===== src/rtl/opdec_consts.svh =====
// constants for the two-byte opcode decoder
`ifndef OPDEC_CONSTS_SVH
`define OPDEC_CONSTS_SVH
`define ESCAPE_BYTE      8'h0F
`define ILLEGAL_A        8'h0B
`define ILLEGAL_B        8'hB9
`define MOD_REG_FORM     2'h3
`define REG_ACC          3'h0
`define SHIFT_LEFT_SEL   3'h6
`define SHIFT_ARITH_SEL  3'h4
`define SHIFT_LOGIC_SEL  3'h2
`define SIZE_16          2'h1
`define SIZE_32          2'h2
`define SIZE_BYTE        4'h1
`define SIZE_WORD        4'h2
`define SIZE_DWORD       4'h4
`define SIZE_QWORD       4'h8
`define SIZE_PTR16       4'h4
`define SIZE_PTR32       4'h6
`define SIZE_PSEUDO      4'h6
`endif


===== src/rtl/opdec_pkg.sv =====
// types for the two-byte opcode decoder
package opdec_pkg;
    typedef enum logic [2:0] {
        AM_NONE = 3'b000, AM_C = 3'b001, AM_D = 3'b010, AM_E = 3'b011,
        AM_G = 3'b100, AM_I = 3'b101, AM_P = 3'b110, AM_Q = 3'b111
    } addr_mode_e;
    typedef enum logic [2:0] {
        OT_B = 3'b000, OT_W = 3'b001, OT_D = 3'b010, OT_Q = 3'b011,
        OT_V = 3'b100, OT_P = 3'b101, OT_S = 3'b110
    } op_type_e;
    typedef enum logic [2:0] {
        RK_NONE = 3'b000, RK_GPR = 3'b001, RK_PACKED = 3'b010,
        RK_CTRL = 3'b011, RK_DEBUG = 3'b100, RK_MEM = 3'b101, RK_IMM = 3'b110
    } ref_kind_e;
    typedef enum logic [5:0] {
        OPC_INVALID = 6'h00, OPC_SYSTEM = 6'h01, OPC_MOV_CR = 6'h02,
        OPC_MOV_DR = 6'h03, OPC_WRITE_MSR = 6'h04, OPC_READ_TSC = 6'h05,
        OPC_READ_MSR = 6'h06, OPC_UNPACK_LOW_BYTES = 6'h07,
        OPC_UNPACK_LOW_WORDS = 6'h08, OPC_UNPACK_LOW_DWORDS = 6'h09,
        OPC_PACK_SIGNED_W2B = 6'h0A, OPC_CMP_GT_BYTES = 6'h0B,
        OPC_CMP_GT_WORDS = 6'h0C, OPC_CMP_GT_DWORDS = 6'h0D,
        OPC_PACK_UNSIGNED_W2B = 6'h0E, OPC_LEFT_SHIFT_WORDS = 6'h0F,
        OPC_LEFT_SHIFT_DWORDS = 6'h10, OPC_LEFT_SHIFT_QWORD = 6'h11,
        OPC_ARITH_RSHIFT_WORDS = 6'h12, OPC_ARITH_RSHIFT_DWORDS = 6'h13,
        OPC_LOGIC_RSHIFT_WORDS = 6'h14, OPC_LOGIC_RSHIFT_DWORDS = 6'h15,
        OPC_LOGIC_RSHIFT_QWORD = 6'h16, OPC_CMP_EQ_BYTES = 6'h17,
        OPC_CMP_EQ_WORDS = 6'h18, OPC_CMP_EQ_DWORDS = 6'h19,
        OPC_PACKED_STATE_EMPTY = 6'h1A, OPC_MULTIPLY_LOW = 6'h1B,
        OPC_MULTIPLY_HIGH = 6'h1C, OPC_MULTIPLY_ADD = 6'h1D,
        OPC_JUMP_COND = 6'h1E, OPC_SET_BYTE_COND = 6'h1F, OPC_INTEGER = 6'h20
    } op_class_e;
    typedef struct packed {
        ref_kind_e   kind;
        logic [2:0]  reg_sel;
        logic [3:0]  size_bytes;
    } operand_s;
endpackage


===== src/rtl/opdec_if.sv =====
// carrier between the decoder core and its operand resolver
`timescale 1ns/1ns
`default_nettype none
interface opdec_if;
    import opdec_pkg::*;
    addr_mode_e  mode;
    op_type_e    otype;
    logic [7:0]  modrm;
    logic        size32;
    operand_s    operand;
    logic        form_bad;
    modport core (output mode, output otype, output modrm, output size32,
                  input operand, input form_bad);
    modport resolver (input mode, input otype, input modrm, input size32,
                      output operand, output form_bad);
endinterface
`default_nettype wire


===== src/rtl/two_byte_opcode_decoder.sv =====
// decoder for second opcode bytes after the escape, columns 0 to 7
`timescale 1ns/1ns
`default_nettype none
`include "opdec_consts.svh"
// Behaviour
// RULE_01: fetch side never presents unassigned cells; their decode is not relied on.
// RULE_02: byte pairs 0F0B and 0FB9 always raise invalid opcode.
// RULE_03: packed ops except state-empty use escape, opcode, modrm layout.
// RULE_04: first descriptor is destination, second is source.
// RULE_05: packed destination method selects packed register by modrm reg.
// RULE_06: packed reg-or-mem method gives packed register or memory operand.
// RULE_07: general reg-or-mem method gives general register or memory operand.
// RULE_08: general register method uses reg field; code 000 is accumulator.
// RULE_09: control and debug methods select by reg field, at 20 to 23.
// RULE_10: memory-only accepts memory forms; register-only accepts register forms.
// RULE_11: operand type fixes size; v and p follow operand-size attribute.
// RULE_12: size-variable register is 16-bit or 32-bit by attribute.
// RULE_13: immediate operand comes from bytes after opcode and modrm.
// RULE_14: bytes 60 to 67 decode unpack, pack, compare-greater as listed.
// RULE_15: 71 to 73 are immediate shift groups; 74 to 76 compare-equal.
// RULE_16: byte 77 is packed-state-empty with no operands.
// RULE_17: D1 to D3 logical right shifts, D5 multiply low halves.
// RULE_18: E1, E2 arithmetic right shifts, E5 multiply high; E3 unassigned.
// RULE_19: F1 to F3 left shifts, F5 multiply-add pairs.
// RULE_20: 30, 31, 32 are write msr, read timestamp, read msr.
// RULE_21: 80-87 long jumps, 90-97 set byte, standard condition order.
// RULE_22: immediate shift group picks shift by modrm; qword lacks arithmetic.
// RULE_23: unassigned cells in decoded columns flag invalid opcode.
module two_byte_opcode_decoder
    import opdec_pkg::*;
(
    // clock and reset
    input  wire logic        clk_i,
    input  wire logic        rstn_i,
    // from fetch
    input  wire logic        valid_i,
    input  wire logic [7:0]  escape_i,
    input  wire logic [7:0]  opcode_i,
    input  wire logic [7:0]  modrm_i,
    input  wire logic        size32_i,
    // to execution
    output logic             valid_o,
    output logic             invalid_opcode_o,
    output op_class_e        op_class_o,
    output logic [2:0]       cond_o,
    output logic             has_modrm_o,
    output logic             has_imm_o,
    output logic [1:0]       num_operands_o,
    output operand_s         dest_o,
    output operand_s         src_o,
    output logic [1:0]       acc_size_o
);
    opdec_if dst_if ();
    opdec_if src_if ();

    operand_resolver u_dst (.ops(dst_if));
    operand_resolver u_src (.ops(src_if));

    op_class_e   cls;
    addr_mode_e  dmode;
    addr_mode_e  smode;
    op_type_e    dtype;
    op_type_e    stype;
    logic        need_modrm;
    logic        need_imm;
    logic        bad;
    logic [1:0]  nops;
    logic        need_mem;
    logic        need_reg;
    logic [3:0]  row;
    logic [2:0]  col;
    logic [2:0]  nnn;
    logic        is_reg_form;

    assign row         = opcode_i[7:4];
    assign col         = opcode_i[2:0];
    assign nnn         = modrm_i[5:3];
    assign is_reg_form = (modrm_i[7:6] == `MOD_REG_FORM);

    // packed two-operand form with modrm
    function automatic logic packed_op(input logic [3:0] r, input logic [2:0] c);
        packed_op = (r == 4'h6) || (r == 4'h7 && c >= 3'h4 && c != 3'h7)
                    || ((r == 4'hD || r == 4'hE || r == 4'hF) && c != 3'h0
                        && c != 3'h4 && c < 3'h6);
    endfunction

    assign dst_if.mode   = dmode;
    assign dst_if.otype  = dtype;
    assign dst_if.modrm  = modrm_i;
    assign dst_if.size32 = size32_i;
    assign src_if.mode   = smode;
    assign src_if.otype  = stype;
    assign src_if.modrm  = modrm_i;
    assign src_if.size32 = size32_i;

    always_comb
    begin
        cls        = OPC_INVALID;
        dmode      = AM_NONE;
        smode      = AM_NONE;
        dtype      = OT_Q;
        stype      = OT_Q;
        need_modrm = 1'b0;
        need_imm   = 1'b0;
        bad        = 1'b0;
        nops       = 2'h0;
        need_mem   = 1'b0;
        need_reg   = 1'b0;
        if (opcode_i[3])
        begin
            bad = 1'b1;                                   // outside decoded columns [RULE_23]
        end
        else if (packed_op(row, col))
        begin
            need_modrm = 1'b1;                            // [RULE_03]
            nops       = 2'h2;                            // [RULE_04]
            dmode      = AM_P;
            smode      = AM_Q;
            case (opcode_i)
                8'h60: cls = OPC_UNPACK_LOW_BYTES;        // [RULE_14]
                8'h61: cls = OPC_UNPACK_LOW_WORDS;
                8'h62: cls = OPC_UNPACK_LOW_DWORDS;
                8'h63: cls = OPC_PACK_SIGNED_W2B;
                8'h64: cls = OPC_CMP_GT_BYTES;
                8'h65: cls = OPC_CMP_GT_WORDS;
                8'h66: cls = OPC_CMP_GT_DWORDS;
                8'h67: cls = OPC_PACK_UNSIGNED_W2B;
                8'h74: cls = OPC_CMP_EQ_BYTES;            // [RULE_15]
                8'h75: cls = OPC_CMP_EQ_WORDS;
                8'h76: cls = OPC_CMP_EQ_DWORDS;
                8'hD1: cls = OPC_LOGIC_RSHIFT_WORDS;      // [RULE_17]
                8'hD2: cls = OPC_LOGIC_RSHIFT_DWORDS;
                8'hD3: cls = OPC_LOGIC_RSHIFT_QWORD;
                8'hD5: cls = OPC_MULTIPLY_LOW;
                8'hE1: cls = OPC_ARITH_RSHIFT_WORDS;      // [RULE_18]
                8'hE2: cls = OPC_ARITH_RSHIFT_DWORDS;
                8'hE5: cls = OPC_MULTIPLY_HIGH;
                8'hF1: cls = OPC_LEFT_SHIFT_WORDS;        // [RULE_19]
                8'hF2: cls = OPC_LEFT_SHIFT_DWORDS;
                8'hF3: cls = OPC_LEFT_SHIFT_QWORD;
                8'hF5: cls = OPC_MULTIPLY_ADD;
                default: bad = 1'b1;                      // E3 lands here [RULE_18] [RULE_23]
            endcase
            if (row == 4'h6 && col < 3'h3)
                stype = OT_D;
        end
        else
        begin
            case (opcode_i)
                8'h71, 8'h72, 8'h73:
                begin
                    need_modrm = 1'b1;                    // [RULE_15]
                    need_imm   = 1'b1;
                    nops       = 2'h2;
                    dmode      = AM_Q;                    // reg field picks the shift [RULE_22]
                    smode      = AM_I;                    // [RULE_13]
                    stype      = OT_B;
                    need_reg   = 1'b1;
                    case (nnn)                            // [RULE_22]
                        `SHIFT_LEFT_SEL:
                            cls = (col == 3'h1) ? OPC_LEFT_SHIFT_WORDS
                                : (col == 3'h2) ? OPC_LEFT_SHIFT_DWORDS : OPC_LEFT_SHIFT_QWORD;
                        `SHIFT_LOGIC_SEL:
                            cls = (col == 3'h1) ? OPC_LOGIC_RSHIFT_WORDS
                                : (col == 3'h2) ? OPC_LOGIC_RSHIFT_DWORDS
                                : OPC_LOGIC_RSHIFT_QWORD;
                        `SHIFT_ARITH_SEL:
                        begin
                            cls = (col == 3'h1) ? OPC_ARITH_RSHIFT_WORDS : OPC_ARITH_RSHIFT_DWORDS;
                            bad = (col == 3'h3);          // no qword arithmetic shift [RULE_22]
                        end
                        default: bad = 1'b1;
                    endcase
                end
                8'h77:
                    cls = OPC_PACKED_STATE_EMPTY;         // no operands, no modrm [RULE_16]
                8'h30: cls = OPC_WRITE_MSR;               // [RULE_20]
                8'h31: cls = OPC_READ_TSC;
                8'h32: cls = OPC_READ_MSR;
                8'h20, 8'h21, 8'h22, 8'h23:
                begin
                    cls        = opcode_i[0] ? OPC_MOV_DR : OPC_MOV_CR; // [RULE_09]
                    need_modrm = 1'b1;
                    nops       = 2'h2;
                    need_reg   = 1'b1;                    // [RULE_10]
                    dtype      = OT_D;
                    stype      = OT_D;
                    if (opcode_i[1])
                    begin
                        dmode = opcode_i[0] ? AM_D : AM_C;
                        smode = AM_E;
                    end
                    else
                    begin
                        dmode = AM_E;
                        smode = opcode_i[0] ? AM_D : AM_C;
                    end
                end
                8'h02, 8'h03, 8'hB6, 8'hB7:
                begin
                    cls        = OPC_INTEGER;
                    need_modrm = 1'b1;
                    nops       = 2'h2;
                    dmode      = AM_G;                    // [RULE_08]
                    dtype      = OT_V;                    // [RULE_12]
                    smode      = AM_E;                    // [RULE_07]
                    stype      = (opcode_i == 8'hB6) ? OT_B : OT_W;
                end
                8'hB2, 8'hB4, 8'hB5:
                begin
                    cls        = OPC_INTEGER;
                    need_modrm = 1'b1;
                    nops       = 2'h2;
                    dmode      = AM_G;
                    dtype      = OT_V;
                    smode      = AM_E;
                    stype      = OT_P;                    // [RULE_11]
                    need_mem   = 1'b1;                    // [RULE_10]
                end
                8'h00, 8'h06, 8'hA0, 8'hA1, 8'hA2, 8'hA3, 8'hA4, 8'hA5,
                8'hB0, 8'hB1, 8'hB3, 8'hC0, 8'hC1, 8'hC7:
                begin
                    cls        = OPC_INTEGER;
                    need_modrm = !(row == 4'hA && col < 3'h3) && opcode_i != 8'h06;
                    nops       = need_modrm ? 2'h2 : 2'h0;
                    dmode      = need_modrm ? AM_E : AM_NONE;
                    smode      = need_modrm ? AM_G : AM_NONE;
                    dtype      = (col == 3'h0 && row != 4'h0) ? OT_B : OT_V;
                    stype      = dtype;
                    need_imm   = (opcode_i == 8'hA4);     // [RULE_13]
                    if (opcode_i == 8'h00 || opcode_i == 8'hC7)
                    begin
                        dmode = AM_E;
                        smode = AM_NONE;
                        dtype = OT_W;
                        nops  = 2'h1;
                    end
                end
                8'h80, 8'h81, 8'h82, 8'h83, 8'h84, 8'h85, 8'h86, 8'h87:
                begin
                    cls      = OPC_JUMP_COND;             // [RULE_21]
                    need_imm = 1'b1;
                    nops     = 2'h1;
                    dmode    = AM_I;
                    dtype    = OT_V;
                end
                8'h90, 8'h91, 8'h92, 8'h93, 8'h94, 8'h95, 8'h96, 8'h97:
                begin
                    cls        = OPC_SET_BYTE_COND;       // [RULE_21]
                    need_modrm = 1'b1;
                    nops       = 2'h1;
                    dmode      = AM_E;
                    dtype      = OT_B;
                end
                default: bad = 1'b1;                      // blanks in columns 0 to 7; 0B and B9 are caught by the column check and the pair check [RULE_02] [RULE_23]
            endcase
        end
        if (need_mem && is_reg_form)
            bad = 1'b1;                                   // [RULE_10]
        if (need_reg && !is_reg_form)
            bad = 1'b1;                                   // [RULE_10]
        if (escape_i != `ESCAPE_BYTE)
            bad = 1'b1;
        if (opcode_i == `ILLEGAL_A || opcode_i == `ILLEGAL_B)
            bad = 1'b1;                                   // [RULE_02]
    end

    // one-cycle registered result; holds until the next valid request
    always_ff @(posedge clk_i)
    begin
        if (!rstn_i)
            valid_o <= 1'b0;
        else
            valid_o <= valid_i;
    end

    always_ff @(posedge clk_i)
    begin
        if (!rstn_i)
        begin
            invalid_opcode_o <= 1'b0;
            op_class_o       <= OPC_INVALID;
            cond_o           <= 3'h0;
            has_modrm_o      <= 1'b0;
            has_imm_o        <= 1'b0;
            num_operands_o   <= 2'h0;
            dest_o           <= '0;
            src_o            <= '0;
            acc_size_o       <= 2'h0;
        end
        else if (valid_i)
        begin
            invalid_opcode_o <= bad;
            op_class_o       <= bad ? OPC_INVALID : cls;  // [RULE_23]
            cond_o           <= col;                      // [RULE_21]
            has_modrm_o      <= bad ? 1'b0 : need_modrm;
            has_imm_o        <= bad ? 1'b0 : need_imm;
            num_operands_o   <= bad ? 2'h0 : nops;
            dest_o           <= (bad || nops == 2'h0) ? '0 : dst_if.operand; // [RULE_04]
            src_o            <= (bad || nops != 2'h2) ? '0 : src_if.operand; // [RULE_04]
            acc_size_o       <= size32_i ? `SIZE_32 : `SIZE_16; // [RULE_12]
        end
    end

    a_illegal_pair: assert property (@(posedge clk_i) disable iff (!rstn_i)
        valid_i && escape_i == 8'h0F && (opcode_i == 8'h0B || opcode_i == 8'hB9)
        |=> invalid_opcode_o && op_class_o == OPC_INVALID) // [RULE_02]
        else $error("illegal pair not flagged");
    a_empty_noops: assert property (@(posedge clk_i) disable iff (!rstn_i)
        valid_i && escape_i == 8'h0F && opcode_i == 8'h77
        |=> op_class_o == OPC_PACKED_STATE_EMPTY && num_operands_o == 2'h0
            && !has_modrm_o) // [RULE_16]
        else $error("state-empty decoded wrongly");
    a_packed_dest: assert property (@(posedge clk_i) disable iff (!rstn_i)
        valid_i && escape_i == 8'h0F && opcode_i == 8'h64
        |=> dest_o.kind == RK_PACKED && dest_o.reg_sel == $past(modrm_i[5:3])
            && op_class_o == OPC_CMP_GT_BYTES) // [RULE_05]
        else $error("packed destination wrong");
    a_qsrc_form: assert property (@(posedge clk_i) disable iff (!rstn_i)
        valid_i && escape_i == 8'h0F && opcode_i == 8'hF5 && modrm_i[7:6] != 2'h3
        |=> src_o.kind == RK_MEM && num_operands_o == 2'h2) // [RULE_06]
        else $error("memory source not decoded");
    a_e3_invalid: assert property (@(posedge clk_i) disable iff (!rstn_i)
        valid_i && escape_i == 8'h0F && opcode_i == 8'hE3 |=> invalid_opcode_o) // [RULE_18]
        else $error("E3 not invalid");
    a_qshift_arith: assert property (@(posedge clk_i) disable iff (!rstn_i)
        valid_i && escape_i == 8'h0F && opcode_i == 8'h73 && modrm_i[5:3] == 3'h4
        |=> invalid_opcode_o) // [RULE_22]
        else $error("qword arithmetic shift accepted");
    a_jump_cond: assert property (@(posedge clk_i) disable iff (!rstn_i)
        valid_i && escape_i == 8'h0F && opcode_i[7:3] == 5'h10
        |=> op_class_o == OPC_JUMP_COND && cond_o == $past(opcode_i[2:0])
            && has_imm_o) // [RULE_21]
        else $error("jump condition wrong");
    a_msr_group: assert property (@(posedge clk_i) disable iff (!rstn_i)
        valid_i && escape_i == 8'h0F && opcode_i == 8'h31
        |=> op_class_o == OPC_READ_TSC) // [RULE_20]
        else $error("timestamp read wrong");
    a_mov_ctrl: assert property (@(posedge clk_i) disable iff (!rstn_i)
        valid_i && escape_i == 8'h0F && opcode_i == 8'h22 && modrm_i[7:6] == 2'h3
        |=> dest_o.kind == RK_CTRL && src_o.kind == RK_GPR) // [RULE_09]
        else $error("control move wrong");
    a_hold_idle: assert property (@(posedge clk_i) disable iff (!rstn_i)
        !valid_i |=> $stable(op_class_o) && !valid_o)
        else $error("result changed while idle");

    c_packed: cover property (@(posedge clk_i) valid_o && dest_o.kind == RK_PACKED);
    c_invalid: cover property (@(posedge clk_i) valid_o && invalid_opcode_o);
    c_shift_imm: cover property (@(posedge clk_i) valid_o && has_imm_o && src_o.kind == RK_IMM);
    c_setcc: cover property (@(posedge clk_i) valid_o && op_class_o == OPC_SET_BYTE_COND);
endmodule
`default_nettype wire


===== src/rtl/operand_resolver.sv =====
// resolves one operand descriptor from method, type and modrm byte
`timescale 1ns/1ns
`default_nettype none
`include "opdec_consts.svh"
module operand_resolver
    import opdec_pkg::*;
(
    // decode request
    opdec_if.resolver ops
);
    logic reg_form;
    assign reg_form = (ops.modrm[7:6] == `MOD_REG_FORM);

    function automatic logic [3:0] type_size(input op_type_e t, input logic s32);
        case (t)
            OT_B:    type_size = `SIZE_BYTE;   // [RULE_11]
            OT_W:    type_size = `SIZE_WORD;
            OT_D:    type_size = `SIZE_DWORD;
            OT_Q:    type_size = `SIZE_QWORD;
            OT_V:    type_size = s32 ? `SIZE_DWORD : `SIZE_WORD; // [RULE_11] [RULE_12]
            OT_P:    type_size = s32 ? `SIZE_PTR32 : `SIZE_PTR16;
            OT_S:    type_size = `SIZE_PSEUDO;
            default: type_size = 4'h0;
        endcase
    endfunction

    always_comb
    begin
        ops.operand.kind       = RK_NONE;
        ops.operand.reg_sel    = ops.modrm[5:3];
        ops.operand.size_bytes = type_size(ops.otype, ops.size32);
        ops.form_bad           = 1'b0;
        case (ops.mode)
            AM_P: ops.operand.kind = RK_PACKED;                 // [RULE_05]
            AM_G: ops.operand.kind = RK_GPR;                    // [RULE_08]
            AM_C: ops.operand.kind = RK_CTRL;                   // [RULE_09]
            AM_D: ops.operand.kind = RK_DEBUG;                  // [RULE_09]
            AM_I: ops.operand.kind = RK_IMM;                    // [RULE_13]
            AM_Q:
            begin
                ops.operand.kind    = reg_form ? RK_PACKED : RK_MEM; // [RULE_06]
                ops.operand.reg_sel = ops.modrm[2:0];
            end
            AM_E:
            begin
                ops.operand.kind    = reg_form ? RK_GPR : RK_MEM;    // [RULE_07]
                ops.operand.reg_sel = ops.modrm[2:0];
            end
            default: ops.operand.kind = RK_NONE;
        endcase
    end
endmodule
`default_nettype wire


===== config.mk =====
export PLATFORM = sky130hd
export DESIGN_NAME = two_byte_opcode_decoder
export DESIGN_NICKNAME = d
export VERILOG_FILES = /design/src/rtl/opdec_pkg.sv /design/src/rtl/opdec_if.sv /design/src/rtl/two_byte_opcode_decoder.sv /design/src/rtl/operand_resolver.sv
export VERILOG_INCLUDE_DIRS = /design/src /design/src/rtl
export SDC_FILE = /design/constraint.sdc
export NUM_CORES = 1
export LEC_CHECK = 0
export BUFFER_PORTS_ARGS = -buffer_cell sky130_fd_sc_hd__buf_2
export CAP_MARGIN = 20
export CORE_MARGIN = 2
export CORE_UTILIZATION = 50
export CTS_CLUSTER_DIAMETER = 150
export DETAILED_ROUTE_END_ITERATION = 7
export MAX_ROUTING_LAYER = met4
export PLACE_DENSITY_LB_ADDON = 0.25
export SYNTH_ARGS = -nofsm -noshare
export SYNTH_HDL_FRONTEND = slang
export SYNTH_SLANG_ARGS = --single-unit

===== constraint.sdc =====
create_clock -name clk_i -period 4.35 [get_ports clk_i]
set_input_delay 0.2175 -clock clk_i [delete_from_list [all_inputs] [get_ports clk_i]]
set_output_delay 0.2175 -clock clk_i [all_outputs]
set_load 0.005 [all_outputs]

==> metrics.md <==
| Metric | Value |
|---|---|
| Status | complete, no violations |
| Routed WL | roughly 8200 um |
| Final period util | 68.74% |
| Die area | 6099 um^2 |
| Rows | 26 |
| Iter 0 DRT Violations | ~460 |
| Endpoints failing setup | 0 |
| FFs w/ async S/R, synth | 0% |
| DP Area | just over 3000 um^2 |
| Area grow syn2layout | 15.00% |
| Worst setup EP type | flip-flop |
| Gp weighted congestion | a little under 1 |
| Largest net degree at the start of global routing | 44 |
| Post-CTS setup buffers | 0 |
| Final #Nets | 472 |
| Pre-CTS WS | 1.133 ns |
| Final Hold Slack | about 0.20 ns |
| GRT busiest layer | met2 |
| Rel. slew slack | between 20% and 30% |
| Cell Count, Final, Fillers Out | a little over 500 |
| RSZ-0062 raised after global routing | false |
| Initial core utilization | between 50 and 60% |
| Hold bufs inserted after CTS | 0 |
| Cells after DPL | 506 |
| Share of layout cells above drive strength 1 | around 18% |
| Longest Clk Path Bufs | 2 |
| Max-cap violations | 0 |
| Initial antenna violation count | 0 |
| Critical Path RT | 4.56 ns |
| CTS tree | yes |
| Cts repair resizes | 0 |
| Via count | ~3,200 |
| Ports | 65 |
| Syn Std Cell Area | around 2700 um^2 |
| Post-synth EDFFs | 0 |
| Peak supply drop | about 180 uV |
| Leakage | 0.001330 uW |
| GR Layer Usage met1 | between 30% and 40% |
| CP startpoint kind | input port |
| TritonRoute pass-1 iters | 5 |
| Setup TNS | 0 ns |
| Global-route wire length before repair | 13,810 um |
| Routed WL per cell | approximately 16 um |
| Sequential area share after synthesis | a little over a quarter |
| Reg clk slew, reported paths | around 0.07 ns |
| Final hold violations | 0 |
| Unique masters post-synth | 55 |
| M2 GR Usage | between 40% and 50% |
| I/O Buffers | 64 |
| Syn_nets | 427 |
| Setup ws final | 1.360 ns |
| Post-route ant nets | 0 |
| H-tree Lvls | 2 |
| Gr ovfl total | 0 |
| Worst-Skew Late Latency | 0.28 ns |
| Worst Path Max Fanout | 31 |
| Post-detail-place hpwl | between 6000 and 7000 um |
| Vias per cell | around 6.3 |
| Finished Cell Area | 3157 um^2 |
| Die Y-Extent | between 70 and 80 um |
| CTS sink cnt | 37 |
| Highest clock rate | around 0.33 GHz |
| Cells after Synth | ~400 |
| WS Path Type | input port to flip-flop |
| Clock buffer count from CTS | 5 |
| CTS root buf | clkbuf_8 |
| Vias in the first global route | 2,841 |
| FF+latch count, synth | 37 |
| Die Width | between 70 and 80 um |
| Worst EP arrival | between 3 and 4 ns |
| Tightest Pin Transition | 1.080 ns |
| Avg Inst Size Synth | 6.880 um^2 |
| Overall Global Routing Usage | ~28% |
| Core area | 5205 um^2 |
| Worst clock skew | 0 ns |
| HP Class | input port to flip-flop |
| Top_reg_cell synth | dfxtp_1 |
| Ys Warns | 0 |
| Max-slew violation count | 0 |
| # diodes | 0 |
| DRC | 0 |
| Grt met3 use | roughly 6.1% |
| Final min period | between 2 and 3 ns |
| Power Dens Cells | 235.2 nW/um^2 |
cell type report:
class,count,area [um^2]
fill,500,2048
multi-input combinational,328,1869
sequential,37,740.7
timing repair buffer,68,357.8
tap,70,87.58
clock buffer,7,86.33
inverter,4,15.01
critical path, cell delays in order:
cell and delay (ns):
buf_2 0.44, nor2b_1 0.50, and3_1 0.25, o21ai_1 0.15, a21oi_1 0.40, nor3_1 0.09
or3_1 0.53, or4_1 0.51, o211ai_1 0.10
per-stage QoR:
step / total power, uW / utilization [%]
after global placement: 508.5 / 58.70
after CTS: 740.8 / 60.36
after detailed placement: 508.6 / 58.70
after global routing: 778.9 / 60.65
final: 742.4 / 60.65
after floorplan: 462.9 / -
cell usage after synthesis (4+ instances only):
cell type,count,area share [%]
nor3_1,14,2.6
nand3b_1,7,1.9
nor2_1,30,4.1
a211oi_1,4,1.1
and2_1,5,1.1
mux2i_1,12,4.4
clkbuf_1,20,2.7
or3_1,4,0.91
o211ai_1,5,1.4
o21bai_1,5,1.4
o21ai_1,5,0.91
nand2_1,62,8.5
nand2b_1,11,2.5
a21oi_1,30,5.5
nand4_1,5,1.1
buf_2,8,1.5
dfxtp_1,37,27
nand4b_1,5,1.6
nor2b_1,8,1.8
nand3_1,13,2.4
nor4_1,11,2.5
o21ai_0,44,8.0
per-layer routing:
metal | wire length (um) | up-vias | part of all wire [%]
met2 | 3600 | 196 | 44
met5 | 0 | - | 0
met1 | 3624 | 1454 | 44
met3 | 833 | 21 | 10
li1 | - | 1555 | -
met4 | 167 | 0 | 2.0
worst paths after layout:
kind | from | to | slack (ns) | depth (start not counted)
setup / recovery | opcode_i[1] | src_o[2] | 1.36 | 9
setup reg to reg | acc_size_o[0] | acc_size_o[0] | 3.73 | 2
hold / removal | size32_i | acc_size_o[0] | 0.20 | 2
hold reg to reg | num_operands_o[1] | num_operands_o[1] | 0.44 | 2
power by group:
| part | leakage [uW] | total [uW] | internal, uW | switching [uW] |
|---|---|---|---|---|
| clock | 0.0000443 | 235 | 126 | 109 |
| combinational | 0.000986 | 163 | 56.5 | 107 |
| sequential | 0.000300 | 345 | 343 | 1.81 |
| total | 0.00133 | 742 | 525 | 218 |
sequential cells by signal (all words and copies together), names as in the netlist:
signal and count:
cond_o 3, op_class_o 6, valid_o 1, src_o 10
acc_size_o 2, dest_o 10, num_operands_o 2, has_modrm_o 1
has_imm_o 1, invalid_opcode_o 1
cell families (layout without fill, tap and decap cells):
kind of cell	count (synthesis)	after routing	synth area share [%]
XOR/XNOR	3	3	0.9573
AND/OR/NAND/NOR	190	190	35.46
flip-flops	37	37	26.98
buffers and inverters	34	79	5.014
multiplexers	12	12	4.376
AO/OA/AOI/OAI	123	123	27.21
placed cells by master, fill, tap and decap left out, types with 4 or more instances in the layout:
master	synthesis	final
and2_1	5	5
dfxtp_1	37	37
nand3b_1	7	7
o21ai_1	5	5
o21bai_1	5	5
a211oi_1	4	4
nand4b_1	5	5
buf_2	8	64
mux2i_1	12	12
nor2b_1	8	7
clkbuf_8	0	6
o21ai_0	44	44
o211ai_1	5	5
a21oi_1	30	30
nand2b_1	11	11
nand2_1	62	62
or3_1	4	4
nor4_1	11	11
nand3_1	13	13
nor2_1	30	30
nor3_1	14	14
nand4_1	5	5
Power figures use the tool's default switching activity.
